[src/iwp_consts.svh]
`ifndef IWP_CONSTS_SVH
`define IWP_CONSTS_SVH

// register byte offsets
`define IWP_OFS_CONTROL    6'h00
`define IWP_OFS_LP_STOP    6'h04
`define IWP_OFS_REFRESH    6'h08
`define IWP_OFS_STATUS     6'h0C
`define IWP_OFS_IRQ_STAT   6'h10
`define IWP_OFS_IRQ_MASK   6'h14

// field positions
`define IWP_PSEL_LSB       0
`define IWP_PSEL_MSB       1
`define IWP_SLCSTOP_BIT    0
`define IWP_IRQ_TIMEOUT    0
`define IWP_STAT_CNT_LSB   0
`define IWP_STAT_ST_LSB    16

// reset values
`define IWP_PSEL_RST       2'h3
`define IWP_STOP_RST       1'h0
`define IWP_MASK_RST       1'h0

// counter start values, cycle count minus one
`define IWP_FAST_P0        14'h03FF
`define IWP_FAST_P1        14'h0FFF
`define IWP_FAST_P2        14'h1FFF
`define IWP_FAST_P3        14'h3FFF
`define IWP_SLOW_P0        14'h007F
`define IWP_SLOW_P1        14'h01FF
`define IWP_SLOW_P2        14'h03FF
`define IWP_SLOW_P3        14'h07FF

`endif

[src/iwp_pkg.sv]
`default_nettype none

package iwp_pkg;

  // one-hot watchdog states
  typedef enum logic [3:0] {
    IWP_ST_IDLE    = 4'b0001,
    IWP_ST_RUN     = 4'b0010,
    IWP_ST_HALT    = 4'b0100,
    IWP_ST_EXPIRED = 4'b1000
  } iwp_state_t;

  typedef logic [1:0] iwp_psel_t;

endpackage

`default_nettype wire

[src/iwp_down_counter.sv]
`timescale 1ns/1ns
`default_nettype none

module iwp_down_counter
  import iwp_pkg::*;
#(
  parameter int unsigned W = 14
) (
  input  wire logic         sys_clk,
  input  wire logic         rstn,
  input  wire logic         clk_en,
  input  wire logic         load,
  input  wire logic [W-1:0] load_value,
  input  wire logic         dec,
  output logic      [W-1:0] count,
  output logic              at_zero
);

  logic [W-1:0] count_ff;

  // load has priority over decrement
  always_ff @(posedge sys_clk) begin
    if (!rstn) begin
      count_ff <= '0;
    end else if (clk_en) begin
      if (load) begin
        count_ff <= load_value;
      end else if (dec && (count_ff != '0)) begin
        count_ff <= count_ff - {{(W-1){1'b0}}, 1'b1};
      end
    end
  end

  assign count   = count_ff;
  assign at_zero = (count_ff == '0);

endmodule

`default_nettype wire

[src/iwp_sync2.sv]
`timescale 1ns/1ns
`default_nettype none

module iwp_sync2
  import iwp_pkg::*;
#(
  parameter int unsigned W = 1
) (
  input  wire logic         sys_clk,
  input  wire logic         rstn,
  input  wire logic         clk_en,
  input  wire logic [W-1:0] async_in,
  output logic      [W-1:0] sync_out
);

  logic [W-1:0] meta_ff;
  logic [W-1:0] sync_ff;

  // two stages; only the second stage is visible outside
  always_ff @(posedge sys_clk) begin
    if (!rstn) begin
      meta_ff <= '0;
      sync_ff <= '0;
    end else if (clk_en) begin
      meta_ff <= async_in;
      sync_ff <= meta_ff;
    end
  end

  assign sync_out = sync_ff;

endmodule

`default_nettype wire

[src/iwp_watchdog.sv]
// Our own choices: the Avalon-MM register port and the register offsets.
`timescale 1ns/1ns
`default_nettype none
`include "iwp_consts.svh"

module iwp_watchdog
  import iwp_pkg::*;
#(
  parameter int unsigned SLOW_VARIANT = 0,
  parameter int unsigned CNT_W        = 14,
  parameter int unsigned ADDR_W       = 6
) (
  input  wire logic              sys_clk,
  input  wire logic              rstn,
  input  wire logic              clk_en,
  input  wire logic [ADDR_W-1:0] avs_address,
  input  wire logic              avs_read,
  input  wire logic              avs_write,
  input  wire logic [31:0]       avs_writedata,
  input  wire logic [3:0]        avs_byteenable,
  output logic      [31:0]       avs_readdata,
  output logic                   avs_waitrequest,
  input  wire logic              watchdog_count_clock,
  input  wire logic              sleep_mode_req,
  input  wire logic              sw_standby_req,
  input  wire logic              deep_stop_req,
  output logic                   timeout_event,
  output logic                   irq
);

  ////////////////////////////////////////////////////////////////////////////
  // declarations

  iwp_state_t        state_ff;
  iwp_state_t        nxt_state;
  iwp_psel_t         psel_ff;
  logic              stop_ctl_ff;
  logic              irq_stat_ff;
  logic              irq_mask_ff;
  logic              irq_ff;
  logic              timeout_ff;
  logic              waitreq_ff;
  logic [31:0]       rdata_ff;
  logic [31:0]       nxt_rdata;
  logic              cclk_prev_ff;
  logic [3:0]        pins_s;
  logic              cclk_s;
  logic              lp_any_s;
  logic              tick;
  logic              lp_stop;
  logic              bus_acc;
  logic              wr_acc;
  logic              rd_acc;
  logic              refresh_wr;
  logic              cnt_load;
  logic              cnt_dec;
  logic              expire;
  logic [CNT_W-1:0]  cnt;
  logic              cnt_zero;
  logic [CNT_W-1:0]  start_val;

  ////////////////////////////////////////////////////////////////////////////
  // helpers

  // period code to counter start value, per variant
  function automatic logic [CNT_W-1:0] start_of(input iwp_psel_t code);
    logic [13:0] v;
    v = `IWP_FAST_P3;
    if (SLOW_VARIANT != 0) begin
      case (code)
        2'h0:    v = `IWP_SLOW_P0;
        2'h1:    v = `IWP_SLOW_P1;
        2'h2:    v = `IWP_SLOW_P2;
        default: v = `IWP_SLOW_P3;
      endcase
    end else begin
      case (code)
        2'h0:    v = `IWP_FAST_P0;
        2'h1:    v = `IWP_FAST_P1;
        2'h2:    v = `IWP_FAST_P2;
        default: v = `IWP_FAST_P3;
      endcase
    end
    return v[CNT_W-1:0];
  endfunction

  // register hit at a byte offset, word aligned
  function automatic logic hit(input logic [ADDR_W-1:0] a, input logic [5:0] ofs);
    return (a[ADDR_W-1:2] == ofs[ADDR_W-1:2]);
  endfunction

  ////////////////////////////////////////////////////////////////////////////
  // pin synchronisation and count-clock edge

  iwp_sync2 #(
    .W (4)
  ) u_sync (
    .sys_clk  (sys_clk),
    .rstn     (rstn),
    .clk_en   (clk_en),
    .async_in ({deep_stop_req, sw_standby_req, sleep_mode_req, watchdog_count_clock}),
    .sync_out (pins_s)
  );

  assign cclk_s   = pins_s[0];
  assign lp_any_s = pins_s[1] | pins_s[2] | pins_s[3];

  // previous sample taken from the synchronised copy only
  always_ff @(posedge sys_clk) begin
    if (!rstn) begin
      cclk_prev_ff <= 1'b0;
    end else if (clk_en) begin
      cclk_prev_ff <= cclk_s;
    end
  end

  // count clock must be well below sys_clk so no edge is missed
  assign tick = cclk_s & ~cclk_prev_ff;

  // stop only when software opted in and a low-power mode is entered
  assign lp_stop = stop_ctl_ff & lp_any_s;

  ////////////////////////////////////////////////////////////////////////////
  // avalon slave handshake

  assign bus_acc    = (avs_read | avs_write) & ~waitreq_ff;
  assign wr_acc     = avs_write & ~waitreq_ff;
  assign rd_acc     = avs_read & ~waitreq_ff;
  assign refresh_wr = wr_acc & hit(avs_address, `IWP_OFS_REFRESH) & avs_byteenable[0];

  // one wait cycle per access, then waitrequest low for exactly one edge
  always_ff @(posedge sys_clk) begin
    if (!rstn) begin
      waitreq_ff <= 1'b1;
    end else if (clk_en) begin
      waitreq_ff <= ~((avs_read | avs_write) & waitreq_ff);
    end
  end

  // read mux, unmapped offsets read zero
  always_comb begin
    nxt_rdata = 32'h0000_0000;
    if (hit(avs_address, `IWP_OFS_CONTROL)) begin
      nxt_rdata[`IWP_PSEL_MSB:`IWP_PSEL_LSB] = psel_ff;
    end else if (hit(avs_address, `IWP_OFS_LP_STOP)) begin
      nxt_rdata[`IWP_SLCSTOP_BIT] = stop_ctl_ff;
    end else if (hit(avs_address, `IWP_OFS_STATUS)) begin
      nxt_rdata[`IWP_STAT_CNT_LSB +: CNT_W] = cnt;
      nxt_rdata[`IWP_STAT_ST_LSB +: 4]      = state_ff;
    end else if (hit(avs_address, `IWP_OFS_IRQ_STAT)) begin
      nxt_rdata[`IWP_IRQ_TIMEOUT] = irq_stat_ff;
    end else if (hit(avs_address, `IWP_OFS_IRQ_MASK)) begin
      nxt_rdata[`IWP_IRQ_TIMEOUT] = irq_mask_ff;
    end
  end

  // data captured as waitrequest falls, so it stands at the answer edge
  always_ff @(posedge sys_clk) begin
    if (!rstn) begin
      rdata_ff <= 32'h0000_0000;
    end else if (clk_en) begin
      if (avs_read && waitreq_ff) begin
        rdata_ff <= nxt_rdata;
      end
    end
  end

  assign avs_readdata    = rdata_ff;
  assign avs_waitrequest = waitreq_ff;

  ////////////////////////////////////////////////////////////////////////////
  // configuration registers

  // period select, used at the next reload
  always_ff @(posedge sys_clk) begin
    if (!rstn) begin
      psel_ff <= `IWP_PSEL_RST;
    end else if (clk_en) begin
      if (wr_acc && hit(avs_address, `IWP_OFS_CONTROL) && avs_byteenable[0]) begin
        psel_ff <= avs_writedata[`IWP_PSEL_MSB:`IWP_PSEL_LSB];
      end
    end
  end

  // low-power count stop control
  always_ff @(posedge sys_clk) begin
    if (!rstn) begin
      stop_ctl_ff <= `IWP_STOP_RST;
    end else if (clk_en) begin
      if (wr_acc && hit(avs_address, `IWP_OFS_LP_STOP) && avs_byteenable[0]) begin
        stop_ctl_ff <= avs_writedata[`IWP_SLCSTOP_BIT];
      end
    end
  end

  // interrupt mask
  always_ff @(posedge sys_clk) begin
    if (!rstn) begin
      irq_mask_ff <= `IWP_MASK_RST;
    end else if (clk_en) begin
      if (wr_acc && hit(avs_address, `IWP_OFS_IRQ_MASK) && avs_byteenable[0]) begin
        irq_mask_ff <= avs_writedata[`IWP_IRQ_TIMEOUT];
      end
    end
  end

  ////////////////////////////////////////////////////////////////////////////
  // counter

  assign start_val = start_of(psel_ff);
  assign cnt_load  = refresh_wr;
  assign cnt_dec   = tick & (state_ff == IWP_ST_RUN) & ~lp_stop & ~refresh_wr;
  // expiry on the tick after zero: start value plus one ticks in all
  assign expire    = cnt_dec & cnt_zero;

  iwp_down_counter #(
    .W (CNT_W)
  ) u_cnt (
    .sys_clk    (sys_clk),
    .rstn       (rstn),
    .clk_en     (clk_en),
    .load       (cnt_load),
    .load_value (start_val),
    .dec        (cnt_dec),
    .count      (cnt),
    .at_zero    (cnt_zero)
  );

  ////////////////////////////////////////////////////////////////////////////
  // state machine

  always_comb begin
    nxt_state = state_ff;
    case (state_ff)
      IWP_ST_IDLE: begin
        if (refresh_wr) begin
          nxt_state = IWP_ST_RUN;
        end
      end
      IWP_ST_RUN: begin
        if (expire) begin
          nxt_state = IWP_ST_EXPIRED;
        end else if (lp_stop) begin
          nxt_state = IWP_ST_HALT;
        end
      end
      IWP_ST_HALT: begin
        if (!lp_stop) begin
          nxt_state = IWP_ST_RUN;
        end
      end
      IWP_ST_EXPIRED: begin
        if (refresh_wr) begin
          nxt_state = IWP_ST_RUN;
        end
      end
      default: nxt_state = IWP_ST_IDLE;
    endcase
  end

  always_ff @(posedge sys_clk) begin
    if (!rstn) begin
      state_ff <= IWP_ST_IDLE;
    end else if (clk_en) begin
      state_ff <= nxt_state;
    end
  end

  ////////////////////////////////////////////////////////////////////////////
  // timeout event and interrupt

  // one-cycle pulse to reset or interrupt logic
  always_ff @(posedge sys_clk) begin
    if (!rstn) begin
      timeout_ff <= 1'b0;
    end else if (clk_en) begin
      timeout_ff <= expire;
    end
  end

  // sticky; a new expiry wins over a write-one clear in the same cycle
  always_ff @(posedge sys_clk) begin
    if (!rstn) begin
      irq_stat_ff <= 1'b0;
    end else if (clk_en) begin
      if (expire) begin
        irq_stat_ff <= 1'b1;
      end else if (wr_acc && hit(avs_address, `IWP_OFS_IRQ_STAT) && avs_byteenable[0]
                   && avs_writedata[`IWP_IRQ_TIMEOUT]) begin
        irq_stat_ff <= 1'b0;
      end
    end
  end

  always_ff @(posedge sys_clk) begin
    if (!rstn) begin
      irq_ff <= 1'b0;
    end else if (clk_en) begin
      irq_ff <= irq_stat_ff & irq_mask_ff;
    end
  end

  assign timeout_event = timeout_ff;
  assign irq           = irq_ff;

  ////////////////////////////////////////////////////////////////////////////
  // assertions

  a_fast_periods: assert property (@(posedge sys_clk) disable iff (!rstn)
    (SLOW_VARIANT == 0) |-> ((psel_ff == 2'h0) ? start_val == 14'h03FF :
                             (psel_ff == 2'h1) ? start_val == 14'h0FFF :
                             (psel_ff == 2'h2) ? start_val == 14'h1FFF :
                                                 start_val == 14'h3FFF))
    else $error("fast variant start value wrong");

  a_slow_periods: assert property (@(posedge sys_clk) disable iff (!rstn)
    (SLOW_VARIANT != 0) |-> ((psel_ff == 2'h0) ? start_val == 14'h007F :
                             (psel_ff == 2'h1) ? start_val == 14'h01FF :
                             (psel_ff == 2'h2) ? start_val == 14'h03FF :
                                                 start_val == 14'h07FF))
    else $error("slow variant start value wrong");

  a_reload_value: assert property (@(posedge sys_clk) disable iff (!rstn)
    (clk_en && refresh_wr) |=> (cnt == $past(start_val)))
    else $error("refresh did not load the period start value");

  a_count_runs: assert property (@(posedge sys_clk) disable iff (!rstn)
    (clk_en && tick && !stop_ctl_ff && state_ff == IWP_ST_RUN && !refresh_wr && !cnt_zero)
    |=> (cnt == $past(cnt) - 14'h0001))
    else $error("counter did not count with stop control clear");

  a_sleep_halts: assert property (@(posedge sys_clk) disable iff (!rstn)
    (stop_ctl_ff && (pins_s[1] || pins_s[2]) && !refresh_wr) |=> $stable(cnt))
    else $error("counter moved in sleep or standby with stop set");

  a_deep_halts: assert property (@(posedge sys_clk) disable iff (!rstn)
    (stop_ctl_ff && pins_s[3] && state_ff == IWP_ST_RUN && clk_en)
    |=> (state_ff == IWP_ST_HALT || state_ff == IWP_ST_EXPIRED) && !timeout_ff)
    else $error("counter not halted in clock-stop or deep sleep");

  a_timeout_pulse: assert property (@(posedge sys_clk) disable iff (!rstn)
    (clk_en && state_ff == IWP_ST_RUN && tick && cnt_zero && !lp_stop && !refresh_wr)
    |=> timeout_ff && state_ff == IWP_ST_EXPIRED ##1 !timeout_ff || !clk_en)
    else $error("expiry did not raise a single timeout pulse");

  a_irq_follows: assert property (@(posedge sys_clk) disable iff (!rstn)
    (clk_en && timeout_ff && irq_mask_ff) |=> ##[0:2] irq)
    else $error("unmasked timeout did not raise irq");

  a_bus_answer: assert property (@(posedge sys_clk) disable iff (!rstn)
    (clk_en && (avs_read || avs_write) && waitreq_ff) |=> !avs_waitrequest)
    else $error("slave did not answer in one cycle");

endmodule

`default_nettype wire

[config.mk]
export PLATFORM = sky130hd
export DESIGN_NAME = iwp_watchdog
export DESIGN_NICKNAME = d
export VERILOG_FILES = /design/src/iwp_pkg.sv /design/src/iwp_down_counter.sv /design/src/iwp_sync2.sv /design/src/iwp_watchdog.sv
export VERILOG_INCLUDE_DIRS = /design/src
export SDC_FILE = /design/constraint.sdc
export NUM_CORES = 1
export LEC_CHECK = 0
export BUFFER_PORTS_ARGS = -buffer_cell sky130_fd_sc_hd__buf_4
export CAP_MARGIN = 25
export CORE_UTILIZATION = 46
export CTS_BUF_LIST = sky130_fd_sc_hd__clkbuf_8 sky130_fd_sc_hd__clkbuf_16
export DETAILED_ROUTE_END_ITERATION = 12
export GPL_TIMING_DRIVEN = 0
export HOLD_SLACK_MARGIN = 0.02
export PLACE_DENSITY = 0.76
export SLEW_MARGIN = 40
export SYNTH_ARGS = -nofsm -noshare
export SYNTH_HDL_FRONTEND = slang
export SYNTH_SLANG_ARGS = --single-unit
[constraint.sdc]
create_clock -name sys_clk -period 1.75 [get_ports sys_clk]
set_input_delay 0.175 -clock sys_clk [delete_from_list [all_inputs] [get_ports sys_clk]]
set_output_delay 0.175 -clock sys_clk [all_outputs]
set_load 0.03 [all_outputs]
Word-level counts from Yosys, hierarchy flattened

Cells that the tools add are included.
W data, S select, Z words.

Muxes and demuxes: 21
Add/sub/neg operators: 1
$lt $le $gt $ge: 0
Shift-type cells: 0
Reductions and logical operators: 25
Multiply operators: 0
Equality and inequality tests: 14
Bitwise operators: 19
Div/mod/pow operators: 0

Operators with widths:

| operator                | count |
|---|---|
| $pmux W14 S3            | 1 |
| $mux W14                | 2 |
| $mux W4                 | 7 |
| $mux W13                | 2 |
| $logic_not A14 Y1       | 1 |
| $reduce_bool A14 Y1     | 1 |
| $sub A14 B1 Y14 const B | 1 |
| $eq A4 B2 Y1 const B    | 3 |
| $eq A4 B3 Y1 const B    | 3 |
| $mux W12                | 1 |
| $pmux W4 S3             | 1 |
| $reduce_and A2 Y1       | 6 |
| $and A1 B1 Y1           | 11 |
| $logic_and A1 B1 Y1     | 11 |
| $eq A4 B1 Y1 const B    | 2 |
| $mux W1                 | 6 |
| $not A1 Y1              | 5 |
| $eq A4 B4 Y1 const B    | 1 |
| $logic_not A4 Y1        | 1 |
| $reduce_and A4 Y1       | 1 |
| $reduce_bool A2 Y1      | 2 |
| $ne A3 B3 Y1 const B    | 1 |
| $or A1 B1 Y1            | 3 |
| $eq A2 B1 Y1 const B    | 1 |
| other kinds (6)         | 6 |

Memories kept: 0
Word-level logic and storage cells: 93
ROM bits: 0
Input bits: 51
Bits in writable memories: 0
Latch bits: 0
Output and inout port bits: 35
Register bits: 53

Logic depth before layout (Yosys ltp)

Gate-level depths: netlist of the first run.

Depth after elaboration: 9
Mapped depth: 9
Mapped depth without buffers: 7

Modules after synthesis

A second synthesis of the first run with hierarchy kept.

Cell total of the unflattened synthesis: 314
Area, all modules: 2819.0 um^2

By module, submodules not included:

| module           | area each (um^2) | cells an instance | times used | seq. area each (um^2) |
|---|---|---|---|---|
| iwp_watchdog     | 1585.3           | 172               | 1          | 620.6 |
| iwp_down_counter | 932.1            | 117               | 1          | 280.3 |
| iwp_sync2        | 301.5            | 25                | 1          | 160.2 |

Worst setup path before layout of the first run

No wires, ideal clock.

Path kind: register -> register
Start: register u_cnt.count_ff[0], in the netlist u_cnt.count[0]
End: register u_cnt.count_ff[13], in the netlist u_cnt.count[13]
Cell stages (with the launch flop): 9
Clock period less this slack: 1.885 ns
Data required time: 1.672 ns
Library setup time: 0.078 ns
Path slack: -0.135 ns
Path buffers: 1
Arrival time: 1.807 ns
Path through: dfxtp_1 > inv_1 > ha_1 > nor3b_1 > and4_1 > buf_2 > nor4_1 > mux2_2 > nor3_1

Cells in the longest elaborated chain, start to end: 4
Elaborated cells on any way between the ends: 7
Those cells by class: 1 x add/sub; 2 x mux; 4 x reduce/logical

RTL lines:

| item                                                    | RTL line               | text |
|---|---|---|
| start: declaration                                      | iwp_down_counter.sv:19 | `logic [W-1:0] count_ff;` |
| start signal: assignment                                | iwp_down_counter.sv:27 | `count_ff <= load_value;` |
| start signal: assignment                                | iwp_down_counter.sv:29 | `count_ff <= count_ff - {{(W-1){1'b0}}, 1'b1};` |
| branches (longest 4 deep; another with $sub A14 B1 Y14) | --                     |  |

Several ways; the timed one is not identified. The select of a mux whose other input is x is not followed.
A chain may end at the register's enable or synchronous reset.

Worst setup path after layout of the first run

Start: register waitreq_ff, in the netlist avs_waitrequest
End: register u_cnt.count_ff[4], in the netlist u_cnt.count[4]

Cells in the longest elaborated chain, start to end: 9
Elaborated cells on any way between the ends: 10
Those cells by class: 1 x mux; 6 x bitwise; 3 x reduce/logical

RTL lines:

| item                                | RTL line               | text |
|---|---|---|
| start: declaration                  | iwp_watchdog.sv:42     | `logic waitreq_ff;` |
| start signal: assignment            | iwp_watchdog.sv:136    | `waitreq_ff <= ~((avs_read \| avs_write) & waitreq_ff);` |
| $not A1 Y1 *                        | --                     |  |
| $and A1 B1 Y1 *                     | iwp_watchdog.sv:127    | `assign wr_acc = avs_write & ~waitreq_ff;` |
| $and A1 B1 Y1 * (2 in a row)        | iwp_watchdog.sv:129    | `` assign refresh_wr = wr_acc & hit(avs_address, `IWP_OFS_REFRESH) & avs_byteenable[0]; `` |
| $not A1 Y1                          | iwp_watchdog.sv:212    | `assign cnt_dec = tick & (state_ff == IWP_ST_RUN) & ~lp_stop & ~refresh_wr;` |
| $and A1 B1 Y1                       | iwp_watchdog.sv:212    |  |
| $logic_and A1 B1 Y1                 | iwp_down_counter.sv:28 | `end else if (dec && (count_ff != '0)) begin` |
| $reduce_bool A2 Y1 (no source line) | --                     |  |
| $reduce_and A2 Y1 (no source line)  | --                     |  |

Mark *: on every way between the ends. The rest lies on a longest branch, timed or not.

==> summary.txt, run 1 <==
final cell count without fillers: 454
Synth async-reset ratio: 0%
DR iter-0 viols: 212
Fin. Hold Viols: 0
required time of the critical path: 1.98 ns
Final Worst Setup Slack: -0.07261 ns
Commonest cells post-synth: dfxtp_1 (53), nor2_1 (40), nand2_1 (20), a22oi_1 (16), buf_4 (15)
Slew Limit Fails: 0
WS Path Type: flop to flop
Inserted Clock Buffers: 5
Syn Std Cell Area: 0.002649 mm2
Setup violations, final: 11
first-pass GRT wire length: 12,010 um
CP arrival: 2.05 ns
CTS clk-pin slew, worst paths: 0.10 ns
area share of the largest cell type after synthesis: 40.06%
IO buf count: 34
RSZ-0062 raised after global routing: true
largest net degree at the start of global routing: 18
fillers: 451
IO Pins: 86
Max Freq: 0.5487 GHz
DIE HEIGHT: 77.89 um
FP Rows: 27
min Tclk post-route: 1.823 ns
crit share post-route: 104.1%
drt pass-1 iters: 5
count leader, synth: dfxtp_1
worst hold path depth: 3
Static Leak: 1.518 nW
Power, Total: 2.457 mW
DP Worst Slack: -0.3070 ns
Final Skew: 0.006536 ns
Worst IR Drop VDD: 692.8 uV
Die Area: 0.006066 mm2
status: finished with violations
Max-cap violations: 0
Reg2Reg Depth: 6
share of cells above drive strength 1: 39.01%
Vias/cell: 5.870
dpl hpwl: 4612 um
GRT Util Overall: 25.13%
Die Wd: 77.89 um
Initial Util: 47.81%
Layout area overhead: 39.25%
sequential area share after synthesis: 40.06%
Clk Tree Root Cell: clkbuf_8
CTS Sinks: 53
clk buf depth: 2
worst rel slew slack: 53.25%
worst hold slack: 0.08672 ns
predominant post-synthesis flop cell: dfxtp_1
EDFF count, synth: 0
Post-layout nets: 434
yosys warns: 0
# DRC: 0
Routed WL per cell: 16.74 um
leading area contributor after synthesis: dfxtp_1
initial antenna violation count: 0
GP Congestion: 0.9388
Synth cell types: 59
number of global-route vias before repair: 2,467
Worst Setup End Kind: flop
H-tree depth: 2
top cells by area, synth: dfxtp_1 (40%), nor2_1 (5.7%), mux2i_1 (4.9%), a22oi_1 (4.5%), buf_4 (4.3%)
failing checks: negative setup slack
setup TNS: -0.2954 ns
CTS tree: yes
total gr overflow: 0
worst-path fanout max: 10
core area: 0.005540 mm2
Power Density: 666.1 mW/mm2
CP Launch Type: flop
Worst Max-Slew Pin Slew: 0.7013 ns
FF+latch count, synth: 53
Ant. Diodes: 0
vias after detailed routing: 2,665
placed instance count: 418
Avg Cell Area, Syn: 8.859 um2
HP Class: input pin to flop
WL final: 7599 um
ANT nets after route: 0
Synth Instances: 299
Clock Latency Late Sink: 0.32 ns
## critical path: stages (launching register included)
cell and delay (ns):
dfxtp_2 0.35, and3b_2 0.30, nand2_2 0.15, and2_1 0.24, buf_2 0.20, and2_1 0.18, a311oi_1 0.29
## cell usage in the layout, fill, tap and decap left out, types with 4 or more instances in the layout
master and n:
and2_1 4, buf_6 5, conb_1 14, buf_4 73
clkbuf_1 10, or3_1 4, nand3_1 6, dfxtp_1 42
dfxtp_4 6, dfxtp_2 5, clkbuf_8 5, and3_1 4
a22oi_1 16, mux2i_1 13, nor2_1 38, nor4_4 5
inv_1 4, a21oi_1 8, a311oi_1 7, nand2_1 18
a311oi_2 4, nor4_1 4
## layer usage
layer	GRT usage [%]	share of wire (%)	wire length (um)	up-vias
li1	-	-	-	1241
met2	40.88	47	3575	127
met3	4.824	7.0	530	31
met1	31.81	43	3258	1266
met4	11.89	3.1	235	0
met5	0	0	0	-
## kinds of logic after synthesis
| group | synth area share [%] |
|---|---|
| AND/OR/NAND/NOR | 26.45 |
| AO/OA/AOI/OAI | 18.75 |
| flip-flops | 40.06 |
| buffers and inverters | 7.983 |
| multiplexers | 5.338 |
| adder cells (fa/ha/maj) | 0.9446 |
| other | 0.1416 |
| XOR/XNOR | 0.3307 |
## registers in the layout, indices dropped and copies added (netlist names), 2 cells and up
name / cells
avs_readdata: 18
u_cnt.count: 14
state_ff: 4
u_sync.meta_ff: 4
u_sync.sync_out: 4
psel_ff: 2
## power breakdown
group	switching, mW	internal [mW]	leakage, nW
logic	0.219	0.139	1.03
clock network	0.429	0.428	0.0543
registers	0.0230	1.22	0.435
total	0.671	1.79	1.52
## layout make-up
type | count | area [um2] | area share (%)
plain buffers | 32 | 202.7 | 5.495
clock buffers | 5 | 68.82 | 1.866
clock inverters | 3 | 46.29 | 1.255
inverters | 7 | 28.78 | 0.7802
multi-input cells | 220 | 1685 | 45.69
flip-flops and latches | 53 | 1090 | 29.55
well taps | 72 | 90.09 | 2.442
repair buffers | 62 | 476.7 | 12.92
## worst paths after layout
| path | end | slack (ns) | start |
|---|---|---|---|
| worst min register to register | irq$_SDFFE_PN0P_ | 0.47 | irq$_SDFFE_PN0P_ |
| worst max register to register | u_cnt.count[4]$_SDFFE_PN0P_ | -0.07 | avs_waitrequest$_SDFFE_PN1P_ |
| worst min-delay path | u_sync.meta_ff[1]$_SDFFE_PN0P_ | 0.09 | sleep_mode_req |
| worst max-delay path | u_cnt.count[4]$_SDFFE_PN0P_ | -0.07 | avs_waitrequest$_SDFFE_PN1P_ |
## through the flow
step	instance area, um2	util, %
after floorplan	2728	-
after global placement	3073	55.47
after detailed placement	3073	55.47
after CTS	3487	62.94
after global routing	3689	66.58
final	3689	66.58
## what timing repair did
item,CTS,global route
cloned,3,0
pin swaps,17,15
setup endpoints to repair,28,29
buffers inserted,15,11
gates resized for setup,42,31
hold buffers,0,0
No activity file was read; power rests on OpenSTA's default activity.
==> inputs of run 2 (changes only) <==
- BUFFER_PORTS_ARGS: -buffer_cell sky130_fd_sc_hd__buf_4 -> unset
- CORE_UTILIZATION: 46 -> 55
- CTS_CLUSTER_DIAMETER: unset -> 150
- DONT_BUFFER_PORTS: unset -> 1
- PLACE_DENSITY: 0.76 -> 0.73
- SETUP_SLACK_MARGIN: unset -> 0.2
==> run 2 against run 1 <==
  * The run ends with design-rule violations, negative setup slack left
  * Hold slack worse by 0.069 ns
  * Largest power group unchanged
  * Combinational power fell by 5%
  * Register-to-register slack better by 0.02 ns
  * Clock skew shrank 0.0031 ns
  * Power is 0.12% higher
  * First-iteration DRC count up 22%
  * Flip-flop and latch count unchanged
  * Final cell count shrank 11%
  * Die area decreased by 16%
==> summary.txt, run 2 (synthesis gave the netlist of run 1 again) <==
status: finished with violations
failing checks: design-rule violations, negative setup slack
required time of the critical path: 1.96 ns (-0.02 ns)
Internal Power: 1.828 mW (+2.4%)
Inserted Clock Buffers: 5 (unchanged)
placed instance count: 364 (-13%)
IO Pins: 86 (unchanged)
Multi-input gate area: 0.001648 mm2 (-2.2%)
Worst Max-Slew Pin Slew: 0.6908 ns (-0.01055 ns)
CTS Sinks: 53 (unchanged)
logic gate share of total power: 13.8% (-0.8 points)
Vias/cell: 6.047 (+3.0%)
CTS clk-pin slew, worst paths: 0.09 ns (about the same)
largest net degree at the start of global routing: 16 (-2)
min Tclk post-route: 1.798 ns (-0.02421 ns)
first-pass GRT wire length: 11,320 um (-5.8%)
Max-cap violations: 0 (unchanged)
commonest non-fill, non-tap cells in the layout: dfxtp_1 (40), nor2_1 (38), buf_4 (35)
IO buf count: 0 (-100%)
WL final: 7371 um (-3.0%)
Final Worst Setup Slack: -0.04839 ns (+0.02421 ns)
number of global-route vias before repair: 2,252 (-8.7%)
RSZ-0062 raised after global routing: true
Die Wd: 71.40 um (-8.3%)
DIE HEIGHT: 71.40 um (-8.3%)
Worst Setup End Kind: flop
Routed WL per cell: 18.16 um (+8.5%)
Post-layout nets: 406 (-6.5%)
core area: 0.004504 mm2 (-19%)
Clk Tree Root Cell: clkbuf_8
vias after detailed routing: 2,455 (-7.9%)
Setup violations, final: 10 (-1)
WS Path Type: flop to flop
GRT Util Overall: 28.97% (+3.8 points)
HP Class: input pin to flop
Ant. Diodes: 0 (unchanged)
fillers: 329 (-27%)
Initial Util: 58.81% (+11 points)
Seq pwr share: 51.0% (+0.5 points)
Max Freq: 0.5561 GHz (+1.3%)
Layout area overhead: 30.94%
Slew Limit Fails: 0 (unchanged)
max FFs per register: 18 (unchanged)
worst setup path start: u_sync.sync_out[1]$_SDFFE_PN0P_
Power Density: 709.2 mW/mm2 (+6.5%)
worst hold path depth: 2 (-1)
Die Area: 0.005097 mm2 (-16%)
share of cells above drive strength 1: 33.05% (-6.0 points)
Worst IR Drop VDD: 526.6 uV (-24%)
CP Launch Type: flop
CTS tree: yes
r2r startpoint: u_sync.sync_out[1]$_SDFFE_PN0P_
Worst R2R End: u_cnt.count[2]$_SDFFE_PN0P_
final cell count without fillers: 406 (-11%)
initial antenna violation count: 0 (unchanged)
H-tree depth: 2 (unchanged)
clk buf depth: 2 (unchanged)
CP arrival: 2.01 ns (-0.04 ns)
Final Skew: 0.003412 ns (-0.003123 ns)
DR iter-0 viols: 258 (+22%)
drt pass-1 iters: 9 (+4)
R2R Setup Slk: -0.05 ns (+0.02 ns)
Hold EP: irq_mask_ff$_SDFFE_PN0P_
P_sw: 631.9 uW (-5.9%)
FP Rows: 24 (-11%)
commonest non-fill, non-tap cell in the layout: dfxtp_1
dpl hpwl: 4491 um (-2.6%)
total gr overflow: 0 (unchanged)
# DRC: 3 (+3)
ANT nets after route: 0 (unchanged)
GP Congestion: 0.9294 (-1.0%)
Reg2Reg Depth: 7 (+1)
Static Leak: 1.389 nW (-8.5%)
switch share: 25.69% (-1.6 points)
Fin. Hold Viols: 0 (unchanged)
Power, Total: 2.460 mW (+0.12%)
Clk pwr share: 35.2% (+0.3 points)
Reg area: 0.001087 mm2 (-0.23%)
worst rel slew slack: 53.95% (+0.70 points)
crit share post-route: 102.8% (-1.4 points)
HP Start: avs_writedata[0]
Clock Latency Late Sink: 0.32 ns (about the same)
worst-path fanout max: 4 (-6)
[run 2: power groups by stage]
| stage | Clock, mW | Combinational, mW | Sequential (mW) |
|---|---|---|---|
| detailed placement | 0 | 0.253 | 1.28 |
| CTS | 0.868 | 0.313 | 1.25 |
| floorplan | 0 | 0.213 | 1.28 |
| global route | 0.910 | 0.361 | 1.26 |
| finish | 0.866 | 0.340 | 1.25 |
| global placement | 0 | 0.251 | 1.28 |
[run 2: worst max path at each step]
stage,to,slack [ns],cells past startpoint
detailed placement,u_cnt.count[7]$_SDFFE_PN0P_,-0.24,6
finish,u_cnt.count[2]$_SDFFE_PN0P_,-0.05,7
CTS,u_cnt.count[2]$_SDFFE_PN0P_,-0.06,8
floorplan,u_cnt.count[5]$_SDFFE_PN0P_,0.06,7
global placement,u_cnt.count[7]$_SDFFE_PN0P_,-0.22,6
global route,u_cnt.count[10]$_SDFFE_PN0P_,-0.11,7
[run 2: cell type report]
| type | count | area share (%) |
|---|---|---|
| Buffer | 33 | 6.493 |
| Clock buffer | 6 | 2.381 |
| Clock inverter | 2 | 0.9740 |
| Inverter | 7 | 0.7576 |
| Multi-Input combinational cell | 219 | 47.51 |
| Sequential cell | 53 | 31.35 |
| Tap cell | 52 | 1.876 |
| Timing Repair Buffer | 34 | 8.658 |
[run 2: per-layer routing]
layer	global-route usage, %	vias up	share of wire [%]
met5	0	-	0
met3	6.470	11	6.2
met2	48.36	97	49
met1	37.56	1167	43
li1	-	1180	-
met4	8.667	0	1.3
[run 2: what timing repair did]
action                                 in CTS  in global routing
hold buffers                                6                  0
endpoints found under the hold margin       7                  0
gates cloned                                2                  0
pin swaps                                  28                 10
setup endpoints to repair                  32                 39
gates resized for setup                    41                 20
setup buffers                              22                  4
[run 2: metrics by stage]
stage / hold slack [ns] / util [%] / setup TNS, ns / area (um2) / setup WS (ns)
finish: 0.01744 / 77.00 / -0.2202 / 3468 / -0.04839
global route: 0.03912 / 77.00 / -1.052 / 3468 / -0.1144
detailed placement: 0.3118 / 63.86 / -3.802 / 2877 / -0.2366
floorplan: 0.3001 / - / 0 / 2811 / 0.05705
global placement: 0.3088 / 63.86 / -3.075 / 2877 / -0.2158
CTS: 0.02018 / 74.97 / -0.3698 / 3377 / -0.05760
[run 2: critical path: stages (launching register included)]
cell and delay [ns]:
dfxtp_2 0.34, o31ai_4 0.38, nand3_4 0.16, buf_6 0.17, nor3b_4 0.27, buf_4 0.17, a31oi_1 0.09, o21a_1 0.12
==> inputs of run 3 (changes only) <==
- SETUP_SLACK_MARGIN: 0.2 -> unset
==> run 3 against run 2 <==
  * Clock skew increased by 0.0023 ns
  * Non-clock buffer count down 5
  * The flow still finishes with violations (design-rule violations, negative setup slack)
  * Flip-flop and latch count unchanged
  * Hold slack worse by 0.0080 ns
  * Sequential share of layout area rose by 1.0 points
  * Maximum frequency fell by 3.0%
  * Critical path depth shrank 1
  * Critical endpoint is now u_cnt.count[13]$_SDFFE_PN0P_
  * Critical path type unchanged
  * Final cell count shrank 1.2%
  * Wire length is 3.9% higher
  * Setup slack got worse by 0.057 ns
==> summary.txt, run 3 (synthesis gave the netlist of run 1 again) <==
status: finished with violations
failing checks: design-rule violations, negative setup slack
Slew Limit Fails: 0 (unchanged)
Power, Total: 2.316 mW (-5.8%)
CP Cell Sequence: nor2b_1 > nand3_4 > buf_6 > nor4_4 > mux2_4 > nor3_4
M2 GR Usage: 50.26% (+1.9 points)
number of global-route vias before repair: 2,347 (+4.2%)
total gr overflow: 0 (unchanged)
Die Wd: 71.40 um (unchanged)
GRT Util Overall: 29.27% (+0.30 points)
CP Launch Type: flop
Stages on worst setup path: 6 (-1)
DP Worst Slack: -0.3888 ns (-0.1522 ns)
Clock Latency Late Sink: 0.32 ns (about the same)
Layout area overhead: 27.73%
initial antenna violation count: 0 (unchanged)
Setup violations, final: 16 (+6)
final core occ: 75.11% (-1.9 points)
GP Congestion: 0.8663 (-6.8%)
fillers: 336 (+2.1%)
worst setup path start: u_sync.sync_out[0]$_SDFFE_PN0P_
r2r startpoint: u_sync.sync_out[0]$_SDFFE_PN0P_
HP Class: input pin to flop
CTS clk-pin slew, worst paths: 0.10 ns (about the same)
CTS Sinks: 53 (unchanged)
GRT met1 Usage: 35.34% (-2.2 points)
Max-cap violations: 0 (unchanged)
Fin. Hold Viols: 0 (unchanged)
Critical Path Max Stage Delay: 0.38 ns (about the same)
Slowest-stage cell, CP: nor2b_1
Inserted Clock Buffers: 5 (unchanged)
Vias/cell: 6.342 (+4.9%)
CP arrival: 2.11 ns (+0.10 ns)
min Tclk post-route: 1.855 ns (+0.05651 ns)
clk buf depth: 2 (unchanged)
DIE HEIGHT: 71.40 um (unchanged)
share of cells above drive strength 1: 30.95% (-2.1 points)
IO buf count: 0 (unchanged)
CTS tree: yes
crit share post-route: 106.0% (+3.2 points)
Routed WL per cell: 19.10 um (+5.2%)
core area: 0.004504 mm2 (unchanged)
Ant. Diodes: 0 (unchanged)
Post-layout nets: 401 (-1.2%)
DR iter-0 viols: 205 (-21%)
Worst Setup End Kind: flop
worst setup path endpoint: u_cnt.count[13]$_SDFFE_PN0P_
Die Area: 0.005097 mm2 (unchanged)
Reg2Reg Depth: 6 (-1)
Initial Util: 58.81% (unchanged)
Static Leak: 1.347 nW (-3.1%)
Final Skew: 0.005697 ns (+0.002285 ns)
WL final: 7660 um (+3.9%)
Worst IR Drop VDD: 465.6 uV (-12%)
Clk Tree Root Cell: clkbuf_8
Multi-input gate area: 0.001638 mm2 (-0.61%)
Power Density: 684.6 mW/mm2 (-3.5%)
worst rel slew slack: 55.57% (+1.6 points)
max FFs per register: 18 (unchanged)
Worst Max-Slew Pin Slew: 0.6664 ns (-0.02434 ns)
Max Freq: 0.5391 GHz (-3.0%)
commonest non-fill, non-tap cell in the layout: dfxtp_1
H-tree depth: 2 (unchanged)
required time of the critical path: 2.00 ns (+0.04 ns)
setup TNS: -0.5946 ns (-0.3744 ns)
IO Pins: 86 (unchanged)
first-pass GRT wire length: 11,490 um (+1.5%)
WS Path Type: flop to flop
commonest non-fill, non-tap cells in the layout: dfxtp_1 (40), nor2_1 (37), buf_4 (33)
met3 usage: 6.329% (-0.14 points)
# DRC: 4 (+1)
Worst R2R End: u_cnt.count[13]$_SDFFE_PN0P_
RSZ-0062 raised after global routing: true
Final Worst Setup Slack: -0.1049 ns (-0.05651 ns)
GRT Max-Usage Layer: met2
ANT nets after route: 0 (unchanged)
CP Buf/Inv Count: 1 (-1)
vias after detailed routing: 2,543 (+3.6%)
R2R Setup Slk: -0.10 ns (-0.06 ns)
Reg area: 0.001095 mm2 (+0.69%)
largest net degree at the start of global routing: 19 (+3)
drt pass-1 iters: 10 (+1)
dpl hpwl: 4441 um (-1.1%)
worst-path fanout max: 4 (unchanged)
Crit path max-delay family: simple AND/OR/NAND/NOR gates
FP Rows: 24 (unchanged)
## run 3: cell count changes in the layout (fill, tap and decap cells not counted), moves of 2 or more
| cell | delta |
|---|---|
| a211oi_1 | +2 |
| a211oi_2 | -2 |
| buf_4 | -2 |
| buf_6 | -3 |
| clkbuf_8 | -2 |
| dfxtp_2 | -3 |
| dfxtp_4 | +3 |
| inv_6 | +2 |
| nand3_1 | +2 |
| nand3_2 | -2 |
| or3_1 | +2 |
| or3_4 | -2 |
## run 3: cell type report
type / count / share of cell area (%)
flip-flops and latches: 53 / 32.36
clock buffers: 5 / 2.034
clock inverters: 3 / 0.7396
multi-input cells: 219 / 48.41
inverters: 7 / 0.7766
well taps: 52 / 1.923
repair buffers: 30 / 7.766
plain buffers: 32 / 5.991
## run 3: timing repair
action / in CTS / in global routing
gates cloned: 2 / 0
setup endpoints to repair: 30 / 20
endpoints found under the hold margin: 6 / 0
setup buffers: 15 / 9
pin swaps: 20 / 9
hold buffers: 5 / 0
gates resized for setup: 48 / 22
## run 3: worst reg2reg max path: stages, from the launching register on
cell and delay [ns]:
dfxtp_1 0.37, nor2b_1 0.38, nand3_4 0.18, buf_6 0.16
nor4_4 0.26, mux2_4 0.34, nor3_4 0.11
## run 3: power by group
group	internal [mW]	switching (mW)
clock	0.293	0.452
combinational	0.123	0.198
sequential	1.22	0.0321
total	1.63	0.682
## run 3: how the worst min path moves through the flow
stage                                start  slack (ns)                        endpoint  cells after the start
after floorplan           avs_writedata[0]        0.30         psel_ff[0]$_SDFFE_PN1P_                      2
after global placement    avs_writedata[0]        0.31         psel_ff[0]$_SDFFE_PN1P_                      2
after detailed placement  avs_writedata[1]        0.31         psel_ff[1]$_SDFFE_PN1P_                      2
after CTS                    deep_stop_req        0.02  u_sync.meta_ff[3]$_SDFFE_PN0P_                      2
after global routing         deep_stop_req        0.02  u_sync.meta_ff[3]$_SDFFE_PN0P_                      2
final                        deep_stop_req       0.009  u_sync.meta_ff[3]$_SDFFE_PN0P_                      2
## run 3: per-layer routing
metal / up-vias / wire (um)
met3: 33 / 567
met2: 138 / 3749
met1: 1207 / 3058
met4: 0 / 284
met5: - / 0
li1: 1165 / -
## run 3: through the flow
stage / instance area (um2) / std cells / hold WS [ns]
floorplan: 2728 / 312 / 0.3001
global placement: 2793 / 364 / 0.3095
detailed placement: 2793 / 364 / 0.3080
CTS: 3248 / 394 / 0.02138
global route: 3383 / 401 / 0.02456
finish: 3383 / 401 / 0.009418
